### config.mk
export PLATFORM = sky130hd
export DESIGN_NAME = ecs_handler
export DESIGN_NICKNAME = d
export VERILOG_FILES = /design/src/ecs_rx_collect.v /design/src/ecs_handler.v
export VERILOG_INCLUDE_DIRS = /design/src /design/src/common
export SDC_FILE = /design/constraint.sdc
export NUM_CORES = 2
export LEC_CHECK = 0
export BUFFER_PORTS_ARGS = -buffer_cell sky130_fd_sc_hd__buf_4
export CORE_UTILIZATION = 57
export DETAILED_ROUTE_END_ITERATION = 12
export HOLD_SLACK_MARGIN = 0.15
export PLACE_DENSITY = 0.76
export SLEW_MARGIN = 10
export SYNTH_ARGS = -nofsm -noshare
export SYNTH_HDL_FRONTEND = slang
export SYNTH_SLANG_ARGS = --single-unit
### constraint.sdc
create_clock -name clk -period 5.2 [get_ports clk]
set_input_delay 0.78 -clock clk [delete_from_list [all_inputs] [get_ports clk]]
set_output_delay 0.78 -clock clk [all_outputs]
set_load 0.05 [all_outputs]
### src/common/ecs_regs.vh
`ifndef ECS_REGS_VH
`define ECS_REGS_VH

// Status codes reported to the controller
`define ECS_ST_OK        8'h00
`define ECS_ST_OFFSET    8'h02
`define ECS_ST_TABLE     8'h03
`define ECS_ST_LIMITS    8'h04
`define ECS_ST_TWI       8'h05
`define ECS_ST_WDOG      8'h07
`define ECS_ST_CNT_OVF   8'h08
`define ECS_ST_CHKSUM    8'h0a
`define ECS_ST_UNKNOWN   8'h0b
`define ECS_ST_LENGTH    8'h0c
`define ECS_ST_ARG       8'h0d
`define ECS_ST_WPROT     8'h0e
`define ECS_ST_KEY       8'h0f
`define ECS_ST_FIXED     8'h10
`define ECS_ST_ADDR      8'h11
`define ECS_ST_NOFIELD   8'h12
`define ECS_ST_ANALOG    8'h1c
`define ECS_ST_TXCUR     8'h1d
`define ECS_ST_SPEED     8'h1f

// Command bytes
`define ECS_CMD_RD_CNT   8'h46
`define ECS_CMD_INC_CNT  8'h47
`define ECS_CMD_CLR_CNT  8'h49
`define ECS_CMD_RD_DATA  8'h4a
`define ECS_CMD_WR_DATA  8'h4b
`define ECS_CMD_FLD_STAT 8'h4c
`define ECS_CMD_CREATE   8'h4d
`define ECS_CMD_FREE     8'h4e
`define ECS_CMD_RD_STAT  8'h50

// Reset values and reply layout
`define ECS_KEY_RST      8'h55
`define ECS_F0_SIZE      6'd16
`define ECS_ERR_FLAG     8'h80
`define ECS_PROT_BIT     7
`define ECS_REPLY_LAST   2'd2

`endif

### src/ecs_rx_collect.v
`timescale 1ns/1ps

// Gathers the bytes of one message, their count and running XOR
module ecs_rx_collect #(
   parameter MAXB = 5
) (
   input  wire              clk,
   input  wire              rst,
   input  wire              byte_vld,
   input  wire [7:0]        byte_dat,
   input  wire              hold,
   input  wire              clr,
   output reg  [2:0]        cnt_r,
   output reg               ovf_r,
   output reg  [7:0]        xsum_r,
   output reg  [MAXB*8-1:0] buf_r
);

   // Bytes beyond MAXB are not stored but still enter the XOR and flag overflow; the length check rejects them
   always @(posedge clk)
   begin
      if (rst || clr)
      begin
         cnt_r  <= 3'd0;
         ovf_r  <= 1'b0;
         xsum_r <= 8'h00;
         buf_r  <= {MAXB*8{1'b0}};
      end
      else if (byte_vld && !hold)
      begin
         xsum_r <= xsum_r ^ byte_dat;
         if (cnt_r < MAXB)
         begin
            buf_r[cnt_r*8 +: 8] <= byte_dat;
            cnt_r               <= cnt_r + 3'd1;
         end
         else
            ovf_r <= 1'b1;
      end
   end

endmodule // ecs_rx_collect

### src/ecs_handler.v
`timescale 1ns/1ps
`include "ecs_regs.vh"

// Function
// - With no fault pending the status reads 00h.
// - Init finding a bad angular offset reports 02h.
// - Init finding a corrupt field partition table reports 03h.
// - Init missing analog supervision limits reports 04h.
// - Failure of the internal two-wire memory bus reports 05h.
// - Reset by program supervision reports 07h.
// - Bad message checksum rejects the message with 0Ah.
// - Wrong byte count for the command rejects it with 0Ch.
// - Argument outside the permitted set is refused with 0Dh.
// - Write to a write-protected field is refused with 0Eh, field unchanged.
// - Resizing a fixed-size field is refused with 10h.
// - Word address beyond the field extent is refused with 11h.
// - Access to a field never created is refused with 12h.
// - Excess speed withholds position and reports 1Fh.
// - Analog process signal out of range reports 1Ch.
// - Critical transmitter current or work RAM error reports 1Dh.
// - Command 4Ch answers with the state of one data field.
// - Command 4Eh answers with the unallocated user memory.
// - Protected commands carry a key byte matching the stored key, 55h.
module ecs_handler #(
   parameter FW = 2,
   parameter AW = 5
) (
   input  wire        clk,
   input  wire        rst,
   input  wire        rx_valid,
   input  wire [7:0]  rx_data,
   input  wire        rx_end,
   input  wire        tx_ready,
   input  wire        init_done,
   input  wire        init_offset_bad,
   input  wire        init_table_bad,
   input  wire        init_limits_bad,
   input  wire        twi_fail,
   input  wire        wdog_flag,
   input  wire        speed_high,
   input  wire        analog_oor,
   input  wire        tx_current_crit,
   input  wire        work_ram_err,
   input  wire [14:0] pos_in,
   output reg         tx_valid,
   output reg  [7:0]  tx_data,
   output reg  [7:0]  status_code,
   output reg         pos_valid,
   output reg  [14:0] pos_out,
   output reg         busy
);

   localparam NF   = 1 << FW;
   localparam SLOT = 1 << AW;
   localparam MEM  = NF * SLOT;

   // One-hot states
   localparam S_IDLE = 3'b001;
   localparam S_EXEC = 3'b010;
   localparam S_SEND = 3'b100;

   reg  [2:0]     state_r;
   reg  [7:0]     mem_r [0:MEM-1];
   reg  [NF-1:0]  fld_ex_r;
   reg  [NF-1:0]  fld_prot_r;
   reg  [NF-1:0]  fld_fix_r;
   reg  [AW:0]    fld_size_r [0:NF-1];
   reg  [7:0]     key_r;
   reg  [7:0]     cnt_r;
   reg  [7:0]     err_r;
   reg  [23:0]    rep_r;
   reg  [1:0]     idx_r;
   reg            first_r;
   reg            twi_q_r;
   reg            oor_q_r;
   reg            txc_q_r;
   reg            spd_q_r;

   wire [2:0]     rx_cnt;
   wire           rx_ovf;
   wire [7:0]     rx_xsum;
   wire [39:0]    rx_buf;

   // Byte collection; frozen while a message is being handled
   ecs_rx_collect #(
      .MAXB (5)
   ) u_collect (
      .clk      (clk),
      .rst      (rst),
      .byte_vld (rx_valid),
      .byte_dat (rx_data),
      .hold     (state_r != S_IDLE),
      .clr      (state_r == S_SEND),
      .cnt_r    (rx_cnt),
      .ovf_r    (rx_ovf),
      .xsum_r   (rx_xsum),
      .buf_r    (rx_buf)
   );

   // Expected message length including checksum; zero marks unknown
   function [2:0] ecs_len;
      input [7:0] c;
      begin
         case (c)
            `ECS_CMD_RD_CNT, `ECS_CMD_INC_CNT,
            `ECS_CMD_FREE, `ECS_CMD_RD_STAT:     ecs_len = 3'd2;
            `ECS_CMD_CLR_CNT, `ECS_CMD_FLD_STAT: ecs_len = 3'd3;
            `ECS_CMD_RD_DATA, `ECS_CMD_CREATE:   ecs_len = 3'd4;
            `ECS_CMD_WR_DATA:                    ecs_len = 3'd5;
            default:                             ecs_len = 3'd0;
         endcase
      end
   endfunction

   wire [7:0]     cmd = rx_buf[7:0];
   wire [7:0]     a1  = rx_buf[15:8];
   wire [7:0]     a2  = rx_buf[23:16];
   wire [7:0]     a3  = rx_buf[31:24];
   wire [FW-1:0]  fld = a1[FW-1:0];
   wire [AW:0]    nsz = a2[AW:0];
   wire [FW+AW-1:0] maddr = {fld, a2[AW-1:0]};

   // Unallocated memory is the total less all created field sizes
   reg  [7:0]     used;
   reg  [7:0]     free_b;
   integer        i;
   always @*
   begin
      used = 8'h00;
      for (i = 0; i < NF; i = i + 1)
         if (fld_ex_r[i])
            used = used + {{(7-AW){1'b0}}, fld_size_r[i]};
      free_b = MEM[7:0] - used;
   end

   // Command evaluation; checks run in a fixed order, first failure wins
   reg  [7:0]     ex_code;
   reg  [7:0]     ex_val;
   reg            do_wr;
   reg            do_new;
   reg            do_inc;
   reg            do_clr;
   reg            do_rdst;
   always @*
   begin
      ex_code = `ECS_ST_OK;
      ex_val  = 8'h00;
      do_wr   = 1'b0;
      do_new  = 1'b0;
      do_inc  = 1'b0;
      do_clr  = 1'b0;
      do_rdst = 1'b0;
      if (ecs_len(cmd) == 3'd0)
         ex_code = `ECS_ST_UNKNOWN;
      else if (rx_ovf || rx_cnt != ecs_len(cmd))
         ex_code = `ECS_ST_LENGTH;
      else if (rx_xsum != 8'h00)
         ex_code = `ECS_ST_CHKSUM;
      else
      begin
         case (cmd)
            `ECS_CMD_RD_CNT:
               ex_val = cnt_r;
            `ECS_CMD_INC_CNT:
            begin
               if (cnt_r == 8'hff)
                  ex_code = `ECS_ST_CNT_OVF;
               else
                  do_inc = 1'b1;
               ex_val = cnt_r;
            end
            `ECS_CMD_CLR_CNT:
            begin
               if (a1 != key_r)
                  ex_code = `ECS_ST_KEY;
               else
                  do_clr = 1'b1;
            end
            `ECS_CMD_RD_DATA, `ECS_CMD_WR_DATA:
            begin
               if (a1 >= NF)
                  ex_code = `ECS_ST_ARG;
               else if (!fld_ex_r[fld])
                  ex_code = `ECS_ST_NOFIELD;
               else if ({1'b0, a2} >= {{(8-AW){1'b0}}, fld_size_r[fld]})
                  ex_code = `ECS_ST_ADDR;
               else if (cmd == `ECS_CMD_WR_DATA && fld_prot_r[fld])
                  ex_code = `ECS_ST_WPROT;
               else
               begin
                  do_wr  = (cmd == `ECS_CMD_WR_DATA);
                  ex_val = mem_r[maddr];
               end
            end
            `ECS_CMD_FLD_STAT:
            begin
               if (a1 >= NF)
                  ex_code = `ECS_ST_ARG;
               else
                  ex_val = {fld_ex_r[fld], fld_prot_r[fld],
                            fld_size_r[fld][5:0]};
            end
            `ECS_CMD_CREATE:
            begin
               if (a1 >= NF || nsz == 0 || nsz > SLOT
                   || a2[6:AW+1] != 0)
                  ex_code = `ECS_ST_ARG;
               else if (fld_ex_r[fld] && fld_fix_r[fld])
                  ex_code = `ECS_ST_FIXED;
               else
                  do_new = 1'b1;
            end
            `ECS_CMD_FREE:
               ex_val = free_b;
            `ECS_CMD_RD_STAT:
            begin
               ex_val  = err_r;
               do_rdst = 1'b1;
            end
            default:
               ex_code = `ECS_ST_UNKNOWN;
         endcase
      end
   end

   // Background fault events; run-time faults on rising edges only, so a standing fault
   // does not keep overwriting a protocol error software has not seen
   reg  [7:0]     bg_code;
   always @*
   begin
      bg_code = `ECS_ST_OK;
      if (first_r && wdog_flag)
         bg_code = `ECS_ST_WDOG;
      else if (init_done && init_offset_bad)
         bg_code = `ECS_ST_OFFSET;
      else if (init_done && init_table_bad)
         bg_code = `ECS_ST_TABLE;
      else if (init_done && init_limits_bad)
         bg_code = `ECS_ST_LIMITS;
      else if (twi_fail && !twi_q_r)
         bg_code = `ECS_ST_TWI;
      else if ((tx_current_crit || work_ram_err) && !txc_q_r)
         bg_code = `ECS_ST_TXCUR;
      else if (analog_oor && !oor_q_r)
         bg_code = `ECS_ST_ANALOG;
      else if (speed_high && !spd_q_r)
         bg_code = `ECS_ST_SPEED;
   end

   wire           exec   = (state_r == S_EXEC);
   wire           ex_err = exec && (ex_code != `ECS_ST_OK);

   // Held error code: a new error wins over the read that clears it
   always @(posedge clk)
   begin
      if (rst)
         err_r <= `ECS_ST_OK;
      else if (ex_err)
         err_r <= ex_code;
      else if (bg_code != `ECS_ST_OK)
         err_r <= bg_code;
      else if (exec && do_rdst)
         err_r <= `ECS_ST_OK;
   end

   // Edge history of fault levels and the post-reset strap capture
   always @(posedge clk)
   begin
      if (rst)
      begin
         first_r <= 1'b1;
         twi_q_r <= 1'b0;
         oor_q_r <= 1'b0;
         txc_q_r <= 1'b0;
         spd_q_r <= 1'b0;
      end
      else
      begin
         first_r <= 1'b0;
         twi_q_r <= twi_fail;
         oor_q_r <= analog_oor;
         txc_q_r <= tx_current_crit || work_ram_err;
         spd_q_r <= speed_high;
      end
   end

   // Field table and key; field 0 is a fixed, protected factory field
   integer        k;
   always @(posedge clk)
   begin
      if (rst)
      begin
         fld_ex_r   <= {{(NF-1){1'b0}}, 1'b1};
         fld_prot_r <= {{(NF-1){1'b0}}, 1'b1};
         fld_fix_r  <= {{(NF-1){1'b0}}, 1'b1};
         key_r      <= `ECS_KEY_RST;
         for (k = 0; k < NF; k = k + 1)
            fld_size_r[k] <= (k == 0) ? `ECS_F0_SIZE : {(AW+1){1'b0}};
      end
      else if (exec && do_new)
      begin
         fld_ex_r[fld]   <= 1'b1;
         fld_prot_r[fld] <= a2[`ECS_PROT_BIT];
         fld_size_r[fld] <= nsz;
      end
   end

   // Data storage; only an accepted write reaches it
   integer        m;
   always @(posedge clk)
   begin
      if (rst)
      begin
         for (m = 0; m < MEM; m = m + 1)
            mem_r[m] <= 8'h00;
      end
      else if (exec && do_wr)
         mem_r[maddr] <= a3;
   end

   // Event counter; saturates rather than wrapping
   always @(posedge clk)
   begin
      if (rst)
         cnt_r <= 8'h00;
      else if (exec && do_clr)
         cnt_r <= 8'h00;
      else if (exec && do_inc)
         cnt_r <= cnt_r + 8'h01;
   end

   // Message sequencer: collect, evaluate one cycle, send 3-byte reply
   wire [7:0]     hdr = ex_err ? (cmd | `ECS_ERR_FLAG) : cmd;
   wire [7:0]     val = ex_err ? ex_code : ex_val;
   always @(posedge clk)
   begin
      if (rst)
      begin
         state_r  <= S_IDLE;
         rep_r    <= 24'h000000;
         idx_r    <= 2'd0;
         tx_valid <= 1'b0;
         tx_data  <= 8'h00;
         busy     <= 1'b0;
      end
      else
      begin
         case (state_r)
            S_IDLE:
            begin
               if (rx_end && rx_cnt != 3'd0)
               begin
                  state_r <= S_EXEC;
                  busy    <= 1'b1;
               end
            end
            S_EXEC:
            begin
               rep_r    <= {hdr ^ val, val, hdr};
               tx_data  <= hdr;
               tx_valid <= 1'b1;
               idx_r    <= 2'd0;
               state_r  <= S_SEND;
            end
            S_SEND:
            begin
               if (tx_ready)
               begin
                  if (idx_r == `ECS_REPLY_LAST)
                  begin
                     tx_valid <= 1'b0;
                     busy     <= 1'b0;
                     state_r  <= S_IDLE;
                  end
                  else
                  begin
                     tx_data <= rep_r[(idx_r+2'd1)*8 +: 8];
                     idx_r   <= idx_r + 2'd1;
                  end
               end
            end
            default:
            begin
               state_r  <= S_IDLE;
               tx_valid <= 1'b0;
               busy     <= 1'b0;
            end
         endcase
      end
   end

   // Status mirror and position gate
   always @(posedge clk)
   begin
      if (rst)
      begin
         status_code <= `ECS_ST_OK;
         pos_valid   <= 1'b0;
         pos_out     <= 15'h0000;
      end
      else
      begin
         status_code <= err_r;
         pos_valid   <= !speed_high;
         if (!speed_high)
            pos_out <= pos_in;
      end
   end

endmodule // ecs_handler

Word level (Yosys, flattened, before mapping) --
Memory sizes are Yosys's and may differ from the RTL's. A register that Yosys moved wholly into a read port is not among the register bits. Cells that the tools add are included. W data, S select, Z words.
Operators by class: $lt $le $gt $ge 6, shift-type cells 3, eq/ne operators 21, muxes and demuxes 112, add/sub/neg operators 9, bitwise operators 6, divide/modulo/power cells 0, multipliers 0, reduce and logical (&&, ||, !) cells 54
Operators with widths (count):
- $mux W8 | 19
- $mux W5 | 16
- $eq A8 B7 Y1 const B | 9
- $mux W1 | 45
- $bwmux W40 | 1
- $pmux W8 S5 | 1
- $shift A8 B34 Y40 const A | 1
- $shiftx A8 B34 Y40 | 1
- $neg A6 Y34 | 1
- $pmux W5 S6 | 1
- $add A8 B6 Y8 | 3
- $reduce_bool A8 Y1 | 3
- $shiftx A24 B7 Y8 | 1
- $mux W7 | 3
- $logic_and A1 B1 Y1 | 19
- $mux W4 | 4
- $pmux W8 S2 | 1
- $xor A8 B8 Y8 | 2
- $mux W3 | 4
- $mux W6 | 2
- $pmux W3 S4 | 1
- $mux W2 | 5
- $reduce_or A2 Y1 | 5
- $pmux W3 S3 | 1
- other kinds (40) | 62
Storage, ports and cells: input bits 38, memory bits (writable) 1048, memories kept 2, register bits 144, latch bits 0, bits in read-only memories 0
Memory list:
- mem_r | depth 128, width 8, rd ports 1, clocked after Yosys merged registers in 1, write ports 128, line ecs_handler.v:63 | reg [7:0] mem_r [0:MEM-1];
- fld_size_r | depth 4, width 6, rd ports 5, clocked after Yosys merged registers in 1, write ports 4, line ecs_handler.v:67 | reg [AW:0] fld_size_r [0:NF-1];

Depth between registers and ports, before layout --
depth after elaboration 17, mapped depth 25

Hierarchy --
Synthesis repeated with hierarchy kept, for this count alone.
Second synthesis, totals: cell total of the unflattened synthesis 4580, area total of the unflattened synthesis 54055.6 um^2
Modules (own cells, without submodules):
- ecs_handler | seq. area each 33031.7 um^2, area each 51772.2 um^2, instances 1, cells each 4344
- ecs_rx_collect | seq. area each 1041.0 um^2, area each 2283.4 um^2, instances 1, cells each 236

Least setup slack after synthesis --
OpenSTA, ideal clock, no wires.
kind flip-flop to flip-flop, start point reg fld_ex_r[0], end point reg rep_r[22], buffers on the path 1, stages on the path, launching flop included 25, path slack 0.007 ns, clock period less this slack 5.193 ns, required time 5.094 ns, data arrival time 5.087 ns, path through dfxtp_1 -> clkbuf_1 -> and2_1 -> ha_1 -> inv_1 -> fa_1 -> xor2_1 -> or3_1 -> and2_1 -> inv_1 -> ha_1 -> a21oi_1 -> a21boi_0 -> or4_1 -> a31oi_1 -> nor2_1 -> ha_1 -> or2_2 -> o221ai_1 -> xor2_1 -> xnor2_1 -> or4_1 -> a31oi_1 -> nand4_1 -> o311ai_0
On the way: word-level cells in the longest chain between the ends 14, elaborated cells between the ends (all ways) 29, classes of those cells add/sub (4); mux (21); bitwise (1); reduce/logical (3)
Ends and longest elaborated chain:
- start: declaration | line ecs_handler.v:64 | reg [NF-1:0] fld_ex_r;
- start signal: assignment | line ecs_handler.v:293 | fld_ex_r <= {{(NF-1){1'b0}}, 1'b1};
- $mux W6 | line ecs_handler.v:131 | if (fld_ex_r[i])
- $add A8 B6 Y8 | line ecs_handler.v:132 | used = used + {{(7-AW){1'b0}}, fld_size_r[i]};
- $mux W8 | line ecs_handler.v:131
- $add A8 B6 Y8 | line ecs_handler.v:132
- $mux W8 | line ecs_handler.v:131
- $add A8 B6 Y8 | line ecs_handler.v:132
- $mux W8 | line ecs_handler.v:131
- $sub A8 B8 Y8 | line ecs_handler.v:133 | free_b = MEM[7:0] - used;
- $pmux W8 S5 | line ecs_handler.v:161 | case (cmd)
- $mux W8 | line ecs_handler.v:157 | else if (rx_xsum != 8'h00)
- $mux W8 | line ecs_handler.v:155 | else if (rx_ovf || rx_cnt != ecs_len(cmd))
- $mux W8 | line ecs_handler.v:153 | if (ecs_len(cmd) == 3'd0)
- $mux W8 * | line ecs_handler.v:334 | wire [7:0] val = ex_err ? ex_code : ex_val;
- $xor A8 B8 Y8 * | line ecs_handler.v:359 | rep_r <= {hdr ^ val, val, hdr};
- end signal: assignment | line ecs_handler.v:359
- end: declaration | line ecs_handler.v:71 | reg [23:0] rep_r;
Every way passes the cells marked *; elsewhere a longest branch is shown, timed or not. The select of a mux whose other input is x is not followed. A chain may end at the register's enable or synchronous reset.

==> flow_results.org <==
** Drt
- Using the TritonRoute via totals, the vias-per-cell ratio works out to around 6.6.
- Aggregate routed wire length :: 157000 µm
- Detailed Routing Iterations Pass 1 :: 8
- Initial detailed-routing violation count :: 5652
- The routed layout has 36900 vias.
- Post-route DRC :: 0
- Number of nets with antenna violations after detailed routing :: 0
- After detailed routing, the average wire length per cell comes to 28.0 µm.

** Logic synthesis
- Distinct cell type count after synthesis :: 85
- Summing the areas of all compound-gate instances in the mapped netlist gives 5.27% of the synthesized area.
- The synthesized design devotes to its leading area cell type 58.5% of total area.
- Sequential area share after synthesis :: 63.3%
- In the synthesized netlist the dominant register cell turns out to be sky130_fd_sc_hd__edfxtp_1.
- Summed over all instances, the cell type with the most area after synthesis is sky130_fd_sc_hd__edfxtp_1.
- After synthesis, the largest family of logic cells by area is simple AND/OR/NAND/NOR gates.
- Basic-gate share of the synthesized area counting and, or, nand and nor cells :: between 10% and 20%
- Total of warnings raised by yosys :: 0
- Summed instance area of the synthesized netlist :: roughly 54000 µm²
- Share of synthesized area spent on multiplexers :: 12.7%
- Share of the synthesized netlist area taken by xor and xnor gates :: 0.456%
- The cell count after synthesis came out at 4223.
- Number of enable flip-flop cells after synthesis :: 1048
- Post-synthesis average cell area :: 12.7 µm²
- Counting flops and latches in the post-synthesis netlist gives 1177.
- After Yosys synthesis, full adders, half adders and majority gates account for 0.805% of the synthesized area.
- Fraction of registers with async set or reset after synthesis :: 0%
- Biggest area contributors in the synthesized netlist :: sky130_fd_sc_hd__edfxtp_1 (58%), sky130_fd_sc_hd__mux4_2 (11%), sky130_fd_sc_hd__nor2_1 (7.9%)

** Global routing
- First-pass GRT wire length :: 228000 µm
- Met3 demand-to-capacity share in global routing :: 8.09%
- The initial antenna violation count is 5.
- Gr ovfl total :: 0
- Largest net degree at the start of global routing :: 130
- Busiest grt layer :: met2
- Number of global-route vias before repair :: ~36000
- Global routing consumed, on the met1 layer, a little over two fifths of the routing resources.
- All-Layer GR Usage :: 32.8%
- Met2 Usage GRT :: around half

** Timing
- Post-route setup TNS :: 0 ns
- Final hold violation count :: 0
- Relative slew slack :: 16.5%
- Crit share post-route :: 96.3%
- For this run, the top clock speed supported by timing is 200 MHz.
- The worst path in the final design needs a cycle of 5.01 ns, including I/O delays and setup.
- Setup violations remaining at the end of the flow were counted as 0.
- Setup repair after global routing could not meet its margin everywhere.
- Max Slew Vio Count :: 0
- Pin slew with the least headroom to its limit :: between 1 and 1.5 ns
- Worst Clk Skew :: 0.0247 ns

** Clock network
- Clk sinks :: 1177
- Maximum clock insertion buffer count :: 3
- At the later pin of the worst-skew pair, clock insertion delay measures 0.73 ns.
- Clock tree from TritonCTS :: built
- Buffers inserted during clock tree synthesis total 117.
- The cell sitting at the root of the clock tree is a sky130_fd_sc_hd__clkbuf_16.
- After clock tree synthesis, the clock-pin slew on the worst setup and hold paths is roughly 0.060 ns.
- CTS built an H-tree with a depth of 3.

** Cells and area
- Cells with a size suffix above 1 make up between 10% and 20% of the layout.
- Most frequent standard cell in the layout excluding fill and tap cells :: sky130_fd_sc_hd__nor2_1
- The finished cells cover 59800 µm².
- Relative to the synthesized area, the layout overhead comes to 11.2%.
- Layout fillers :: 6766
- After the last flow step, the layout net total stands at 4314.
- Commonest non-fill, non-tap cells in the layout :: sky130_fd_sc_hd__nor2_1 (1137), sky130_fd_sc_hd__edfxtp_1 (1048), sky130_fd_sc_hd__nand2_1 (382)

** Setup path
- The worst register-to-register path has a depth of 20.
- Worst path top cell family by delay :: simple AND/OR/NAND/NOR gates
- Critical path capture point type :: register
- Cell with the biggest individual delay on the critical path :: sky130_fd_sc_hd__or4_4
- Traced cell by cell, the critical path runs through nand2_2 > inv_1 > ha_1 > a211o_1 > and4_1 > or4_4 > a31o_4 > ha_4 > or4_4 > a31oi_4 > nor2_1 > ha_2 > or2_4 > o221ai_2 > xor2_1 > xnor2_1 > or4_1 > a31oi_1 > nand4_1 > o311ai_1.
- STA classifies the critical path startpoint as a register.
- Crit path max fanout :: 4
- RR Endpoint :: rep_r[22]
- Data arrives at the worst endpoint at 5.62 ns.
- Beginning of the worst register-to-register path :: fld_size_r[0][1]
- The worst setup path is of the reg2reg kind.
- The number of buffers and inverters on the critical path is 1.
- Critical Path Max Stage Delay :: 0.54 ns
- Setup slack on the worst reg-to-reg path comes out at 0.19 ns.
- In this design, the critical path's most frequently occurring cell is sky130_fd_sc_hd__or4_4.
- Required time at the endpoint of the critical path :: 5.81 ns

** Min path
- The min-delay analysis places its worst path in the category in2reg.
- In this run the most critical hold path is launched from twi_fail.
- The worst hold path passes through 2 cells.
- The worst hold path terminates at twi_q_r.

** Pwr
- Internal cell power :: ~16 mW
- Net switching is a little over a fifth of the power.
- For this design the total switching power over the nets is 4.39 mW.
- For this design the ratio of total power to cell area is 335 nW/µm².
- Of the total power, combinational logic draws 4.7%.
- For this design the static power due to leakage is 18.9 nW.
- Overall power consumption :: 20.0 mW
- The share of total power dissipated in the clock network is 41.0%.
- IR analysis of the VDD net gives a maximum drop of 308 µV.
- Sequential cells account for 54.2% of the total power.

** Floorplanning
- The floorplan step defined a die boundary enclosing 95600 µm².
- Standard-cell row count :: 112
- Ports placed on the boundary :: 72
- Floorplan core area :: 93500 µm²
- Die boundary height :: 309 µm
- Initial Util :: 57.6%
- The die is about 310 µm wide.

** Run
- Max-cap violations in this run came to 0.

** Placed design
- Cell area after placement :: about 56000 µm²
- Input and output buffers added on the ports amount to 68.
- At the end of routability-driven placement, the weighted congestion stood at between 0.9 and 1.
- Detailed placement HPWL :: 96600 µm

** Outcome
- The flow ran to the end, and the final reports show no timing, DRC or antenna violations.
-- layout make-up --
type / count / area (µm²) / share of cell area (%)
Multi-Input combinational cell: 2672 / 18400 / 30.7
Inverter: 46 / 174 / 0.291
Tap cell: 1254 / 1570 / 2.62
Clock buffer: 151 / 3160 / 5.29
Antenna cell: 6 / 15.0 / 0.0251
Clock inverter: 66 / 529 / 0.885
Timing Repair Buffer: 230 / 1940 / 3.24
Sequential cell: 1177 / 34100 / 56.9
-- how the worst max path moves through the flow --
stage                          start         to  cells after the start  slack (ns)
floorplan                fld_ex_r[0]  rep_r[22]                     24       0.007
global placement    fld_size_r[0][1]  rep_r[22]                     20        -0.1
detailed placement       fld_ex_r[0]  rep_r[22]                     23       -0.25
CTS                 fld_size_r[0][1]  rep_r[22]                     20        0.01
global route        fld_size_r[0][1]  rep_r[20]                     24       -0.08
finish              fld_size_r[0][1]  rep_r[22]                     20        0.19
-- power by group through the flow --
stage	logic [mW]	clock network (mW)	registers, mW
CTS	0.924	8.22	10.9
finish	0.951	8.22	10.9
floorplan	0.587	0	11.0
global route	1.00	8.58	10.9
global placement	0.899	0	11.0
detailed placement	0.914	0	11.1
-- worst register-to-register path, stage by stage (launching register included) --
cell and delay (ns):
sky130_fd_sc_hd__edfxtp_1 0.42, sky130_fd_sc_hd__nand2_2 0.10, sky130_fd_sc_hd__inv_1 0.04, sky130_fd_sc_hd__ha_1 0.28, sky130_fd_sc_hd__a211o_1 0.30, sky130_fd_sc_hd__and4_1 0.22
sky130_fd_sc_hd__or4_4 0.50, sky130_fd_sc_hd__a31o_4 0.25, sky130_fd_sc_hd__ha_4 0.22, sky130_fd_sc_hd__or4_4 0.54, sky130_fd_sc_hd__a31oi_4 0.18, sky130_fd_sc_hd__nor2_1 0.08
sky130_fd_sc_hd__ha_2 0.19, sky130_fd_sc_hd__or2_4 0.24, sky130_fd_sc_hd__o221ai_2 0.16, sky130_fd_sc_hd__xor2_1 0.19, sky130_fd_sc_hd__xnor2_1 0.10, sky130_fd_sc_hd__or4_1 0.48
sky130_fd_sc_hd__a31oi_1 0.21, sky130_fd_sc_hd__nand4_1 0.11, sky130_fd_sc_hd__o311ai_1 0.10
-- registers in the layout, summed over array words and instances, names as in the netlist, 2 cells and up, named ones only --
name	flops
pos_out	15
u_collect.buf_r	32
state_r	3
idx_r	2
fld_size_r	24
cnt_r	8
u_collect.cnt_r	3
tx_data	8
mem_r	1024
status_code	5
fld_ex_r	4
u_collect.xsum_r	8
fld_prot_r	4
rep_r	16
err_r	5
-- cells in the mapped netlist, types with 15 or more instances --
library cell / count
sky130_fd_sc_hd__and2_1: 24
sky130_fd_sc_hd__clkbuf_1: 247
sky130_fd_sc_hd__nor3_1: 37
sky130_fd_sc_hd__or2_2: 17
sky130_fd_sc_hd__nor2_1: 1138
sky130_fd_sc_hd__nor4_1: 15
sky130_fd_sc_hd__nor2b_1: 30
sky130_fd_sc_hd__dfxtp_1: 129
sky130_fd_sc_hd__and3_1: 33
sky130_fd_sc_hd__a221oi_1: 18
sky130_fd_sc_hd__nand2_1: 389
sky130_fd_sc_hd__a21oi_1: 100
sky130_fd_sc_hd__buf_4: 26
sky130_fd_sc_hd__buf_2: 40
sky130_fd_sc_hd__inv_1: 41
sky130_fd_sc_hd__a211oi_1: 15
sky130_fd_sc_hd__o21ai_0: 51
sky130_fd_sc_hd__or3_1: 15
sky130_fd_sc_hd__a31oi_1: 15
sky130_fd_sc_hd__nand3_1: 82
sky130_fd_sc_hd__edfxtp_1: 1048
sky130_fd_sc_hd__a21o_1: 47
sky130_fd_sc_hd__ha_1: 29
sky130_fd_sc_hd__xor2_1: 18
sky130_fd_sc_hd__a22oi_1: 52
sky130_fd_sc_hd__nand2b_1: 15
sky130_fd_sc_hd__mux4_2: 274
sky130_fd_sc_hd__mux2i_1: 60
-- metrics by stage --
| step | setup slack [ns] | hold WS (ns) | utilization, % | instances |
|---|---|---|---|---|
| after floorplan | 0.00662 | 0.427 | - | 4225 |
| after global placement | -0.0963 | 0.436 | 59.8 | 5371 |
| after detailed placement | -0.254 | 0.447 | 59.8 | 5371 |
| after CTS | 0.0121 | 0.277 | 63.8 | 5591 |
| after global routing | -0.0814 | 0.294 | 64.0 | 5596 |
| final | 0.194 | 0.302 | 64.0 | 5602 |
-- cell families after synthesis --
group                    after synthesis
flip-flops                          1177
buffers and inverters                376
XOR/XNOR                              28
multiplexers                         339
other                                  1
adder cells (fa/ha/maj)               33
AND/OR/NAND/NOR                     1857
AO/OA/AOI/OAI                        412
-- layer usage --
metal / up-vias / share of wire [%]
li1: 15500 / -
met4: 6 / 5.7
met2: 2786 / 46
met1: 18000 / 34
met5: - / 0.022
met3: 541 / 14
-- repair_timing --
action | CTS | global route
hold buffers | 0 | 0
pin swaps | 6 | 13
cloned | 0 | 0
buffers inserted | 3 | 5
setup endpoints to repair | 5 | 9
gates resized for setup | 12 | 24
(Power assumes the default switching activity.)
